===== src/hw/tp_consts.svh =====
// offsets, field positions, reset values and fixed figures of the test-page register group
// How it works
// - aux bit low disables uart aux lines
// - enable bits 6..0 enable pin drivers
// - pin drivers only with serial host
// - spi or uart with aux: pins 0-4
// - value bit 7 turns port i/o on
// - pin drives value only when enabled
// - aux clock on pin one blocks i/o
// - value read: pin levels or stored
// - probe view read-only, shows selected bus
// - nonlinear bit sets receiver nonlinear mode
// - adjust low: width picks max/min delimiters
// - adjust and width: trimmed delimiter lengths
// - self-test armed by 1001, off by 0000
// - probe select field chooses probe bus
// - clock-select bit puts aux clock on pin one
`ifndef TP_CONSTS_SVH
`define TP_CONSTS_SVH

// register offsets on the 6-bit address port
`define TP_ADDR_CLK_SEL    6'h31
`define TP_ADDR_PROBE_SEL  6'h32
`define TP_ADDR_PIN_EN     6'h33
`define TP_ADDR_PIN_VAL    6'h34
`define TP_ADDR_PROBE_VIEW 6'h35
`define TP_ADDR_SELF_CHK   6'h36

// reset values
`define TP_RST_CLK_SEL     8'h00
`define TP_RST_PROBE_SEL   8'h00
`define TP_RST_PIN_EN      8'h80
`define TP_RST_PIN_VAL     8'h00
`define TP_RST_SELF_CHK    8'h40

// writable masks, reserved bits read as zero
`define TP_WMASK_CLK_SEL   8'h3f
`define TP_WMASK_SELF_CHK  8'h6f

// field positions
`define TP_BIT_UART_AUX    7
`define TP_BIT_IO_EN       7
`define TP_BIT_AUX_CLK     3
`define TP_BIT_NONLIN      6
`define TP_BIT_DLM_ADJ     5
`define TP_PIN_ONE         1

// pin masks
`define TP_PINS_NARROW     7'h1f
`define TP_PINS_ALL        7'h7f

// self-test codes
`define TP_ST_ARM          4'h9
`define TP_ST_OFF          4'h0

// trimmed delimiter figures: etu counts and carrier-cycle trims
`define TP_SOF_LOW_ETU     4'hb
`define TP_SOF_HIGH_ETU    4'h2
`define TP_TRIM_CYC        4'h8

`endif


===== src/hw/tp_pkg.sv =====
// types shared by the test-page register group
package tp_pkg;

  // which host interface the chip detected
  typedef enum logic [1:0] {
    TP_HOST_PARALLEL = 2'h0,
    TP_HOST_SPI      = 2'h1,
    TP_HOST_UART     = 2'h2,
    TP_HOST_I2C      = 2'h3
  } tp_host_if_t;

  // delimiter generation modes, one-hot
  typedef enum logic [2:0] {
    TP_DLM_MIN  = 3'h1,
    TP_DLM_MAX  = 3'h2,
    TP_DLM_TRIM = 3'h4
  } tp_dlm_mode_t;

  // register port request
  typedef struct packed {
    logic [5:0] addr;
    logic [7:0] wdata;
    logic       wr;
    logic       rd;
  } tp_bus_req_t;

  // delimiter control toward the framer
  typedef struct packed {
    tp_dlm_mode_t mode;
    logic [3:0]   sof_low_etu;
    logic [3:0]   low_minus_cyc;
    logic [3:0]   sof_high_etu;
    logic [3:0]   high_plus_cyc;
  } tp_dlm_t;

  // whole state of the register group
  typedef struct packed {
    logic [7:0] clk_sel;
    logic [7:0] probe_sel;
    logic [7:0] pin_en;
    logic [7:0] pin_val;
    logic [7:0] self_chk;
    logic [7:0] rdata;
    logic       armed;
    logic       run;
    tp_dlm_t    dlm;
  } tp_state_t;

  // state of one pin cell
  typedef struct packed {
    logic out;
    logic oe_n;
  } tp_pin_state_t;

endpackage


===== src/hw/tp_test_page.sv =====
// test-page register group: spare data pins as i/o, probe view, receiver and self-test controls
//
// The address-and-strobe port was chosen for this implementation.
`timescale 1ns/1ps
`include "tp_consts.svh"

module tp_test_page (
  // clock and reset
  input  wire logic                  sys_clk,
  input  wire logic                  rst_n,
  // register port
  input  wire tp_pkg::tp_bus_req_t   bus_req,
  output logic               [7:0]   rdata,
  // host interface in use
  input  wire tp_pkg::tp_host_if_t   host_if,
  // data pins 6..0
  input  wire logic          [6:0]   pin_in,
  output logic               [6:0]   pin_out,
  output logic               [6:0]   pin_oe_n,
  // internal sources
  input  wire logic                  aux_module_clk,
  input  wire logic          [255:0] probe_buses,
  input  wire logic                  frame_delimiter_width,
  input  wire logic                  selftest_cmd,
  // controls toward the core
  output logic                       uart_aux_line_enable,
  output logic                       nonlinear_receive,
  output tp_pkg::tp_dlm_t            dlm,
  output logic                       selftest_armed,
  output logic                       selftest_run
);

  tp_pkg::tp_state_t s_q;
  tp_pkg::tp_state_t s_d;

  logic       serial_host;
  logic       narrow_port;
  logic       port_io_enable;
  logic       aux_clock_on_pin_one;
  logic [6:0] usable;
  logic [6:0] io_drive;
  logic [6:0] alt_drive;
  logic [6:0] alt_value;
  logic [7:0] probe_view;
  logic [7:0] val_read;

  // pin routing decisions from current register state
  always_comb
  begin
    serial_host          = (host_if != tp_pkg::TP_HOST_PARALLEL);
    narrow_port          = (host_if == tp_pkg::TP_HOST_SPI) ||
                           ((host_if == tp_pkg::TP_HOST_UART) && s_q.pin_en[`TP_BIT_UART_AUX]);
    usable               = narrow_port ? `TP_PINS_NARROW : `TP_PINS_ALL;
    port_io_enable       = s_q.pin_val[`TP_BIT_IO_EN] & serial_host;
    aux_clock_on_pin_one = s_q.clk_sel[`TP_BIT_AUX_CLK] & serial_host;
    io_drive             = {7{port_io_enable}} & s_q.pin_en[6:0] & usable;
    io_drive[`TP_PIN_ONE] = io_drive[`TP_PIN_ONE] & ~aux_clock_on_pin_one;
    alt_drive            = 7'h00;
    alt_value            = 7'h00;
    alt_drive[`TP_PIN_ONE] = aux_clock_on_pin_one;
    alt_value[`TP_PIN_ONE] = aux_module_clk;
  end

  // value readback: live pin levels while port i/o is on
  always_comb
  begin
    val_read = port_io_enable ? {s_q.pin_val[`TP_BIT_IO_EN], pin_in} : s_q.pin_val;
  end

  tp_probe_mux u_probe_mux (
    .probe_buses (probe_buses),
    .sel         (s_q.probe_sel[4:0]),
    .view        (probe_view)
  );

  // one output stage per data pin
  for (genvar n = 0; n < 7; n++)
  begin : g_pin
    tp_pin_cell u_cell (
      .sys_clk   (sys_clk),
      .rst_n     (rst_n),
      .io_drive  (io_drive[n]),
      .io_value  (s_q.pin_val[n]),
      .alt_drive (alt_drive[n]),
      .alt_value (alt_value[n]),
      .pin_out   (pin_out[n]),
      .pin_oe_n  (pin_oe_n[n])
    );
  end

  // register writes, reads and derived controls
  always_comb
  begin
    s_d = s_q;
    s_d.rdata = 8'h00;
    if (bus_req.wr)
    begin
      case (bus_req.addr)
        `TP_ADDR_CLK_SEL:   s_d.clk_sel   = bus_req.wdata & `TP_WMASK_CLK_SEL;
        `TP_ADDR_PROBE_SEL: s_d.probe_sel = bus_req.wdata;
        `TP_ADDR_PIN_EN:    s_d.pin_en    = bus_req.wdata;
        `TP_ADDR_PIN_VAL:   s_d.pin_val   = bus_req.wdata;
        `TP_ADDR_SELF_CHK:  s_d.self_chk  = bus_req.wdata & `TP_WMASK_SELF_CHK;
        default:            s_d.rdata     = 8'h00; // probe view and unmapped: write ignored
      endcase
    end
    if (bus_req.rd)
    begin
      case (bus_req.addr)
        `TP_ADDR_CLK_SEL:    s_d.rdata = s_q.clk_sel;
        `TP_ADDR_PROBE_SEL:  s_d.rdata = s_q.probe_sel;
        `TP_ADDR_PIN_EN:     s_d.rdata = s_q.pin_en;
        `TP_ADDR_PIN_VAL:    s_d.rdata = val_read;
        `TP_ADDR_PROBE_VIEW: s_d.rdata = probe_view;
        `TP_ADDR_SELF_CHK:   s_d.rdata = s_q.self_chk;
        default:             s_d.rdata = 8'h00;
      endcase
    end
    // only the exact code arms; any other value, 0000 included, is normal operation
    s_d.armed = (s_d.self_chk[3:0] == `TP_ST_ARM);
    s_d.run   = s_q.armed & selftest_cmd;
    // delimiter mode; adjust set with width clear falls back to minimum
    s_d.dlm = '0;
    if (s_d.self_chk[`TP_BIT_DLM_ADJ] && frame_delimiter_width)
      s_d.dlm.mode = tp_pkg::TP_DLM_TRIM;
    else if (frame_delimiter_width)
      s_d.dlm.mode = tp_pkg::TP_DLM_MAX;
    else
      s_d.dlm.mode = tp_pkg::TP_DLM_MIN;
    unique case (s_d.dlm.mode)
      tp_pkg::TP_DLM_TRIM:
      begin
        s_d.dlm.sof_low_etu   = `TP_SOF_LOW_ETU;
        s_d.dlm.low_minus_cyc = `TP_TRIM_CYC;
        s_d.dlm.sof_high_etu  = `TP_SOF_HIGH_ETU;
        s_d.dlm.high_plus_cyc = `TP_TRIM_CYC;
      end
      tp_pkg::TP_DLM_MAX:  s_d.dlm.sof_low_etu = 4'h0;
      tp_pkg::TP_DLM_MIN:  s_d.dlm.sof_low_etu = 4'h0;
    endcase
  end

  // state register; value register clears so no pin is driven after reset
  always_ff @(posedge sys_clk or negedge rst_n)
  begin
    if (!rst_n)
    begin
      s_q.clk_sel   <= `TP_RST_CLK_SEL;
      s_q.probe_sel <= `TP_RST_PROBE_SEL;
      s_q.pin_en    <= `TP_RST_PIN_EN;
      s_q.pin_val   <= `TP_RST_PIN_VAL;
      s_q.self_chk  <= `TP_RST_SELF_CHK;
      s_q.rdata     <= 8'h00;
      s_q.armed     <= 1'b0;
      s_q.run       <= 1'b0;
      s_q.dlm       <= '{mode: tp_pkg::TP_DLM_MIN, default: 4'h0};
    end
    else
    begin
      s_q <= s_d;
    end
  end

  // outputs straight from the state register
  assign rdata                = s_q.rdata;
  assign uart_aux_line_enable = s_q.pin_en[`TP_BIT_UART_AUX];
  assign nonlinear_receive    = s_q.self_chk[`TP_BIT_NONLIN];
  assign dlm                  = s_q.dlm;
  assign selftest_armed       = s_q.armed;
  assign selftest_run         = s_q.run;

  // aux line bit write reaches the output next cycle
  chk_uart_aux_off: assert property (@(posedge sys_clk) disable iff (!rst_n)
    (bus_req.wr && bus_req.addr == `TP_ADDR_PIN_EN && !bus_req.wdata[7]) |=> !uart_aux_line_enable)
    else $error("uart aux lines not disabled");

  // a parallel host never sees general i/o drivers
  chk_parallel_no_drive: assert property (@(posedge sys_clk) disable iff (!rst_n)
    (host_if == tp_pkg::TP_HOST_PARALLEL) |=> (pin_oe_n == 7'h7f))
    else $error("pin driven under parallel host");

  // spi keeps pins 5 and 6 as inputs
  chk_narrow_pins: assert property (@(posedge sys_clk) disable iff (!rst_n)
    (host_if == tp_pkg::TP_HOST_SPI) |=> (pin_oe_n[6:5] == 2'h3))
    else $error("pin 5 or 6 driven under spi");

  // enabled pin drives the stored value
  chk_pin_drive: assert property (@(posedge sys_clk) disable iff (!rst_n)
    (serial_host && s_q.pin_val[7] && s_q.pin_en[0])
    |=> (!pin_oe_n[0] && pin_out[0] == $past(s_q.pin_val[0])))
    else $error("pin 0 not driving its value");

  // port i/o off leaves pin 0 floating
  chk_io_off_float: assert property (@(posedge sys_clk) disable iff (!rst_n)
    (!s_q.pin_val[7] && !s_q.clk_sel[3]) |=> pin_oe_n[0])
    else $error("pin 0 driven with port i/o off");

  // aux clock owns pin one
  chk_pin_one_clock: assert property (@(posedge sys_clk) disable iff (!rst_n)
    (serial_host && s_q.clk_sel[3]) |=> (!pin_oe_n[1] && pin_out[1] == $past(aux_module_clk)))
    else $error("aux clock missing on pin one");

  // value read shows live pins while port i/o is on
  chk_value_readback: assert property (@(posedge sys_clk) disable iff (!rst_n)
    (bus_req.rd && bus_req.addr == `TP_ADDR_PIN_VAL && port_io_enable)
    |=> (rdata == {1'b1, $past(pin_in)}))
    else $error("pin value read not live");

  // probe view read returns selected bus
  chk_probe_read: assert property (@(posedge sys_clk) disable iff (!rst_n)
    (bus_req.rd && bus_req.addr == `TP_ADDR_PROBE_VIEW) |=> (rdata == $past(probe_view)))
    else $error("probe view read wrong");

  // nonlinear bit follows a write
  chk_nonlin_write: assert property (@(posedge sys_clk) disable iff (!rst_n)
    (bus_req.wr && bus_req.addr == `TP_ADDR_SELF_CHK)
    |=> (nonlinear_receive == $past(bus_req.wdata[6])))
    else $error("nonlinear bit not stored");

  // delimiter width alone picks maximum
  chk_dlm_max: assert property (@(posedge sys_clk) disable iff (!rst_n)
    (frame_delimiter_width && !s_d.self_chk[5]) |=> (dlm.mode == tp_pkg::TP_DLM_MAX))
    else $error("delimiter not maximum");

  // trimmed delimiter figures
  chk_dlm_trim: assert property (@(posedge sys_clk) disable iff (!rst_n)
    (frame_delimiter_width && s_d.self_chk[5])
    |=> (dlm.mode == tp_pkg::TP_DLM_TRIM && dlm.sof_low_etu == 4'hb && dlm.sof_high_etu == 4'h2))
    else $error("delimiter trim wrong");

  // self-test runs only when armed
  chk_selftest_run: assert property (@(posedge sys_clk) disable iff (!rst_n)
    (selftest_cmd && !selftest_armed) |=> !selftest_run)
    else $error("self-test ran unarmed");

  // arm code written is armed one cycle later
  chk_selftest_arm: assert property (@(posedge sys_clk) disable iff (!rst_n)
    (bus_req.wr && bus_req.addr == `TP_ADDR_SELF_CHK && bus_req.wdata[3:0] == 4'h9) |=> selftest_armed)
    else $error("self-test not armed");

  // aux line bit set turns the uart lines back on
  chk_uart_aux_on: assert property (@(posedge sys_clk) disable iff (!rst_n)
    (bus_req.wr && bus_req.addr == `TP_ADDR_PIN_EN && bus_req.wdata[`TP_BIT_UART_AUX])
    |=> uart_aux_line_enable)
    else $error("uart aux lines not enabled");

  // a clear enable bit keeps its pin an input
  chk_pin_en_off: assert property (@(posedge sys_clk) disable iff (!rst_n)
    (!s_q.pin_en[2])
    |=> pin_oe_n[2])
    else $error("pin 2 driven without its enable");

  // port i/o on drives an enabled pin that nothing else claims
  chk_io_on_drive: assert property (@(posedge sys_clk) disable iff (!rst_n)
    (serial_host && s_q.pin_val[`TP_BIT_IO_EN] && s_q.pin_en[3])
    |=> !pin_oe_n[3])
    else $error("pin 3 not driven with port i/o on");

  // uart with aux lines keeps pins 5 and 6 as inputs
  chk_uart_narrow: assert property (@(posedge sys_clk) disable iff (!rst_n)
    (host_if == tp_pkg::TP_HOST_UART && s_q.pin_en[`TP_BIT_UART_AUX])
    |=> (pin_oe_n[6:5] == 2'h3))
    else $error("pin 5 or 6 driven under uart with aux lines");

  // uart without aux lines frees pin 6
  chk_uart_wide: assert property (@(posedge sys_clk) disable iff (!rst_n)
    (host_if == tp_pkg::TP_HOST_UART && !s_q.pin_en[`TP_BIT_UART_AUX] && port_io_enable && s_q.pin_en[6])
    |=> !pin_oe_n[6])
    else $error("pin 6 not driven under uart without aux lines");

  // value read shows the stored byte while port i/o is off
  chk_value_stored: assert property (@(posedge sys_clk) disable iff (!rst_n)
    (bus_req.rd && bus_req.addr == `TP_ADDR_PIN_VAL && !port_io_enable)
    |=> (rdata == $past(s_q.pin_val)))
    else $error("pin value read not stored byte");

  // probe select field follows a write
  chk_probe_select: assert property (@(posedge sys_clk) disable iff (!rst_n)
    (bus_req.wr && bus_req.addr == `TP_ADDR_PROBE_SEL)
    |=> (s_q.probe_sel[4:0] == $past(bus_req.wdata[4:0])))
    else $error("probe select not stored");

  // clock-select bit follows a write
  chk_aux_clk_store: assert property (@(posedge sys_clk) disable iff (!rst_n)
    (bus_req.wr && bus_req.addr == `TP_ADDR_CLK_SEL)
    |=> (s_q.clk_sel[`TP_BIT_AUX_CLK] == $past(bus_req.wdata[`TP_BIT_AUX_CLK])))
    else $error("aux clock select not stored");

  // width clear always gives minimum delimiters
  chk_dlm_min: assert property (@(posedge sys_clk) disable iff (!rst_n)
    (!frame_delimiter_width)
    |=> (dlm.mode == tp_pkg::TP_DLM_MIN))
    else $error("delimiter not minimum");

  // trimmed delimiter carrier-cycle figures
  chk_dlm_trim_cyc: assert property (@(posedge sys_clk) disable iff (!rst_n)
    (frame_delimiter_width && s_d.self_chk[`TP_BIT_DLM_ADJ])
    |=> (dlm.low_minus_cyc == `TP_TRIM_CYC && dlm.high_plus_cyc == `TP_TRIM_CYC))
    else $error("delimiter trim cycles wrong");

  // off code written disarms one cycle later
  chk_selftest_off: assert property (@(posedge sys_clk) disable iff (!rst_n)
    (bus_req.wr && bus_req.addr == `TP_ADDR_SELF_CHK && bus_req.wdata[3:0] == `TP_ST_OFF)
    |=> !selftest_armed)
    else $error("self-test not disarmed");

  // command while armed starts the self-test
  chk_selftest_go: assert property (@(posedge sys_clk) disable iff (!rst_n)
    (selftest_cmd && selftest_armed)
    |=> selftest_run)
    else $error("self-test did not run");

endmodule // tp_test_page


===== src/hw/tp_pin_cell.sv =====
// one general i/o pin output stage with an alternate function
`timescale 1ns/1ps
`include "tp_consts.svh"

module tp_pin_cell (
  // clock and reset
  input  wire logic sys_clk,
  input  wire logic rst_n,
  // general i/o request
  input  wire logic io_drive,
  input  wire logic io_value,
  // alternate function, wins over general i/o
  input  wire logic alt_drive,
  input  wire logic alt_value,
  // pin side
  output logic      pin_out,
  output logic      pin_oe_n
);

  tp_pkg::tp_pin_state_t s_q;
  tp_pkg::tp_pin_state_t s_d;

  // pick the source; undriven pins float as inputs
  always_comb
  begin
    s_d = s_q;
    s_d.oe_n = ~(io_drive | alt_drive);
    s_d.out  = alt_drive ? alt_value : (io_drive & io_value);
  end

  // registered so the pad sees no glitches
  always_ff @(posedge sys_clk or negedge rst_n)
  begin
    if (!rst_n)
      s_q <= '{out: 1'b0, oe_n: 1'b1};
    else
      s_q <= s_d;
  end

  assign pin_out  = s_q.out;
  assign pin_oe_n = s_q.oe_n;

endmodule // tp_pin_cell


===== src/hw/tp_probe_mux.sv =====
// selects one of the internal probe buses
`timescale 1ns/1ps

module tp_probe_mux (
  // inputs
  input  wire logic [255:0] probe_buses,
  input  wire logic [4:0]   sel,
  // selected bus
  output logic      [7:0]   view
);

  logic [7:0] base;

  // bit offset is the select times eight
  always_comb
  begin
    base = {sel, 3'h0};
    view = probe_buses[base +: 8];
  end

endmodule // tp_probe_mux


===== config.mk =====
export PLATFORM = sky130hd
export DESIGN_NAME = tp_test_page
export DESIGN_NICKNAME = d
export VERILOG_FILES = /design/src/hw/tp_pkg.sv /design/src/hw/tp_test_page.sv /design/src/hw/tp_pin_cell.sv /design/src/hw/tp_probe_mux.sv
export VERILOG_INCLUDE_DIRS = /design/src /design/src/hw
export SDC_FILE = /design/constraint.sdc
export NUM_CORES = 1
export LEC_CHECK = 0
export BUFFER_PORTS_ARGS = -buffer_cell sky130_fd_sc_hd__buf_2
export CORE_AREA = 4 4 128 130
export DETAILED_ROUTE_END_ITERATION = 10
export DIE_AREA = 0 0 132 134
export HOLD_SLACK_MARGIN = 0.12
export PLACE_DENSITY_LB_ADDON = 0.2
export SKIP_CTS_REPAIR_TIMING = 1
export SYNTH_ARGS = -nofsm -noshare
export SYNTH_HDL_FRONTEND = slang
export SYNTH_SLANG_ARGS = --single-unit

===== constraint.sdc =====
create_clock -name sys_clk -period 3 [get_ports sys_clk]
set_input_delay 0.15 -clock sys_clk [delete_from_list [all_inputs] [get_ports sys_clk]]
set_output_delay 0.15 -clock sys_clk [all_outputs]
set_load 0.005 [all_outputs]

==> out/qor.csv <==
stage,metric,value,unit
clocking,h-tree-depth,3,
place,placed_area,6650,um2
synthesis,synth_largest_area_cell,dfrtp_1,
power,ir_worst_vdd,0.348,mV
synthesis,synth_area,5250,um2
place,globalplace.congestion,0.916,
floorplan,die_h,134,um
timing,setup-tns-final,0,ps
clocking,cts_tree,yes,
setup_path,r2r-end,rdata[4]$_DFF_PN0_,
grt,antenna_found_initial,6,
clocking,cts.path.max_buffers,2,
timing,tightest_slew,701,ps
route,vias_per_cell,5.22,
timing,finalMaxSlewViolations,0,
floorplan,die-area,17700,um2
hold_path,hold_path_depth,2,
route,post_drt_wl_per_cell,21.0,um
clocking,insertion_delay,320,ps
timing,min_period,2340,ps
synthesis,ys_async_sr_fraction,100,%
route,wirelength,18700,um
timing,rsz0062_at_grt,false,
power,clockPowerShare,35.2,%
power,p_sw_share,27.3,%
timing,whs,115,ps
setup_path,r2r_start,s_q[53]$_DFFE_PN0P_,
route,first_iter_violations,242,
setup_path,crit_type,register to register,
power,p_leak,3.45,nW
run,cap_violations,0,
route,drtAntennaViolNets,0,
route,dr.pass1.iters,4,
cells_and_area,utilization,46.6,%
synthesis,synth.distinct_cells,60,
cells_and_area,finalNetCount,978,
cells_and_area,fill_cells,1420,
grt,grt_pass1_wl,28200,um
clocking,clock_sinks,63,
cells_and_area,stdcell_area,7050,um2
cells_and_area,drive_gt1_share,64.7,%
synthesis,synthSimpleGateAreaFrac,9.33,%
setup_path,critPathRequiredTime,3200,ps
synthesis,muxShareOfSynthArea,41.1,%
power,p_comb_share,30.4,%
hold_path,hold_class,input pin to register,
synthesis,synth_top_area_share,25.3,%
power,powerDensity,440,nW/um2
synthesis,ys_ff_latch,63,
setup_path,reg2reg_setup_slack,660,ps
synthesis,synth_edf_count,0,
timing,relSlewSlack,53.2,%
cells_and_area,multiInputGateArea,3100,um2
hold_path,worstHoldStart,bus_req[6],
power,internal-power,2.26,mW
clocking,path_clk_slew,50,ps
cells_and_area,area_delta_synth_final,34.4,%
place,hpwlAfterDp,15900,um
setup_path,r2r_cells,5,
place,port_buffers,320,
synthesis,synth_top_family_by_area,multiplexers,
synthesis,synth-xor-area-share,0,%
power,p_total,3.10,mW
timing,fin_crit_sh,78.0,%
floorplan,rows,45,
synthesis,ys.flop_type,dfrtp_1,
setup_path,arrival,2540,ps
synthesis,avgSynthCellArea,13.0,um2
floorplan,core,15100,um2
grt,grt_max_degree,39,
cells_and_area,layout.cells.most_common,buf_2,
power,pwr-share-seq,34.5,%
route,drc,0,
clocking,root_buffer,clkbuf_16,
route,vias,4641,
timing,finalSetupViolations,0,
synthesis,seq_area_frac_synth,30.3,%
setup_path,cp-start-kind,register,
timing,fmax,427,MHz
grt,grt_usage,20.6,%
grt,gr-total-overflow,0,
synthesis,synth_area_leaders,"dfrtp_1 (25%), mux4_2 (21%), buf_4 (7.3%)",
floorplan,chipWidth,132,um
cells_and_area,most-common-layout-cells,"buf_2 (320), mux4_2 (50), dfrtp_1 (50)",
cells_and_area,regArea,1600,um2
grt,grt_pass1_vias,5031,
synthesis,synthCells,402,
synthesis,synthAdderAreaFrac,0,%
floorplan,io_pins,331,
clocking,cts_made_buffers,9,
floorplan,initial_core_util,34.6,%
power,p_sw,845,uW
timing,fin_skew,6.26,ps
hold_path,min_to,s_q[41]$_DFFE_PN0P_,
status,run_status,"complete, no violations",
synthesis,synth-compound-area-share,8.02,%
timing,finalHoldViolCount,0,
setup_path,cp-end-kind,register,
setup_path,cp_max_fo,23,
synthesis,ys_warn_count,0,
[state kept, by name (all words and copies together), names as in the netlist]
signal and count:
selftest_run 1, g_pin.u_cell.pin_out 7, dlm 3, uart_aux_line_enable 1, g_pin.u_cell.pin_oe_n 7, nonlinear_receive 1
s_q 34, selftest_armed 1, rdata 8
[per-layer routing]
layer	GRT usage (%)	vias up	share of wire [%]
li1	-	2134	-
met1	25.2	2276	40
met2	36.0	197	51
met3	4.39	32	5.9
met4	7.06	2	2.5
met5	0	-	0.10
[power by group through the flow]
stage | clock network, mW | registers (mW) | logic, mW
finish | 1.09 | 1.07 | 0.941
global placement | 0 | 1.08 | 0.922
CTS | 1.11 | 1.07 | 0.940
floorplan | 0 | 0.995 | 0.728
global route | 1.15 | 1.09 | 1.03
detailed placement | 0 | 1.09 | 0.936
[synthesized netlist by cell type, drive strengths merged (2+ instances only)]
library cell / n
o41ai: 4
o211ai: 2
nor3: 3
nand2: 32
or3: 2
a32o: 2
dfrtp: 53
a2111oi: 2
a211oi: 6
inv: 6
buf: 67
nor2b: 8
nor2: 9
a21oi: 8
and2: 7
o2bb2ai: 4
nand3: 4
o21ai: 3
o31ai: 4
mux4: 64
and3: 7
dfstp: 10
nand3b: 2
o22ai: 10
mux2i: 17
a31oi: 2
mux2: 43
o21a: 2
[critical path, cell delays in order (launching register included)]
cell	delay [ps]
dfrtp_2	760
buf_12	270
mux4_2	530
a22oi_1	230
nand4_1	110
a32o_1	270
[worst max-delay path by stage]
stage          cells after the start                start                 end  slack, ps
6_report                           5  s_q[53]$_DFFE_PN0P_  rdata[4]$_DFF_PN0_        660
5_1_grt                            5  s_q[53]$_DFFE_PN0P_  rdata[4]$_DFF_PN0_        480
4_1_cts                            5  s_q[53]$_DFFE_PN0P_  rdata[4]$_DFF_PN0_        640
3_5_place_dp                       5  s_q[53]$_DFFE_PN0P_  rdata[4]$_DFF_PN0_        650
3_3_place_gp                       5  s_q[53]$_DFFE_PN0P_  rdata[4]$_DFF_PN0_        710
2_1_floorplan                      6  s_q[53]$_DFFE_PN0P_  rdata[4]$_DFF_PN0_       1260
[cell families (layout without fill, tap and decap cells)]
kind of cell           Yosys count  in the layout
muxes                          124            124
other                            1             15
DFF                             63             63
AOI/OAI and AO/OA               57             57
and+or+nand+nor                 83             83
buffers and inverters           74            359
[cell type report]
| cell class | instances | share of cell area, % |
|---|---|---|
| Sequential cell | 63 | 22.6 |
| Inverter | 6 | 0.319 |
| Antenna cell | 5 | 0.177 |
| Tap cell | 188 | 3.34 |
| Clock buffer | 11 | 3.44 |
| Clock inverter | 4 | 0.994 |
| Timing Repair Buffer | 338 | 25.1 |
| Multi-Input combinational cell | 274 | 44.0 |
[stage by stage]
step,instances,setup WS [ps]
2_1_floorplan,411,1260
5_1_grt,889,481
3_3_place_gp,861,707
3_5_place_dp,861,655
6_report,889,659
4_1_cts,876,642
Note: power is estimated with default switching activity, not from simulation.
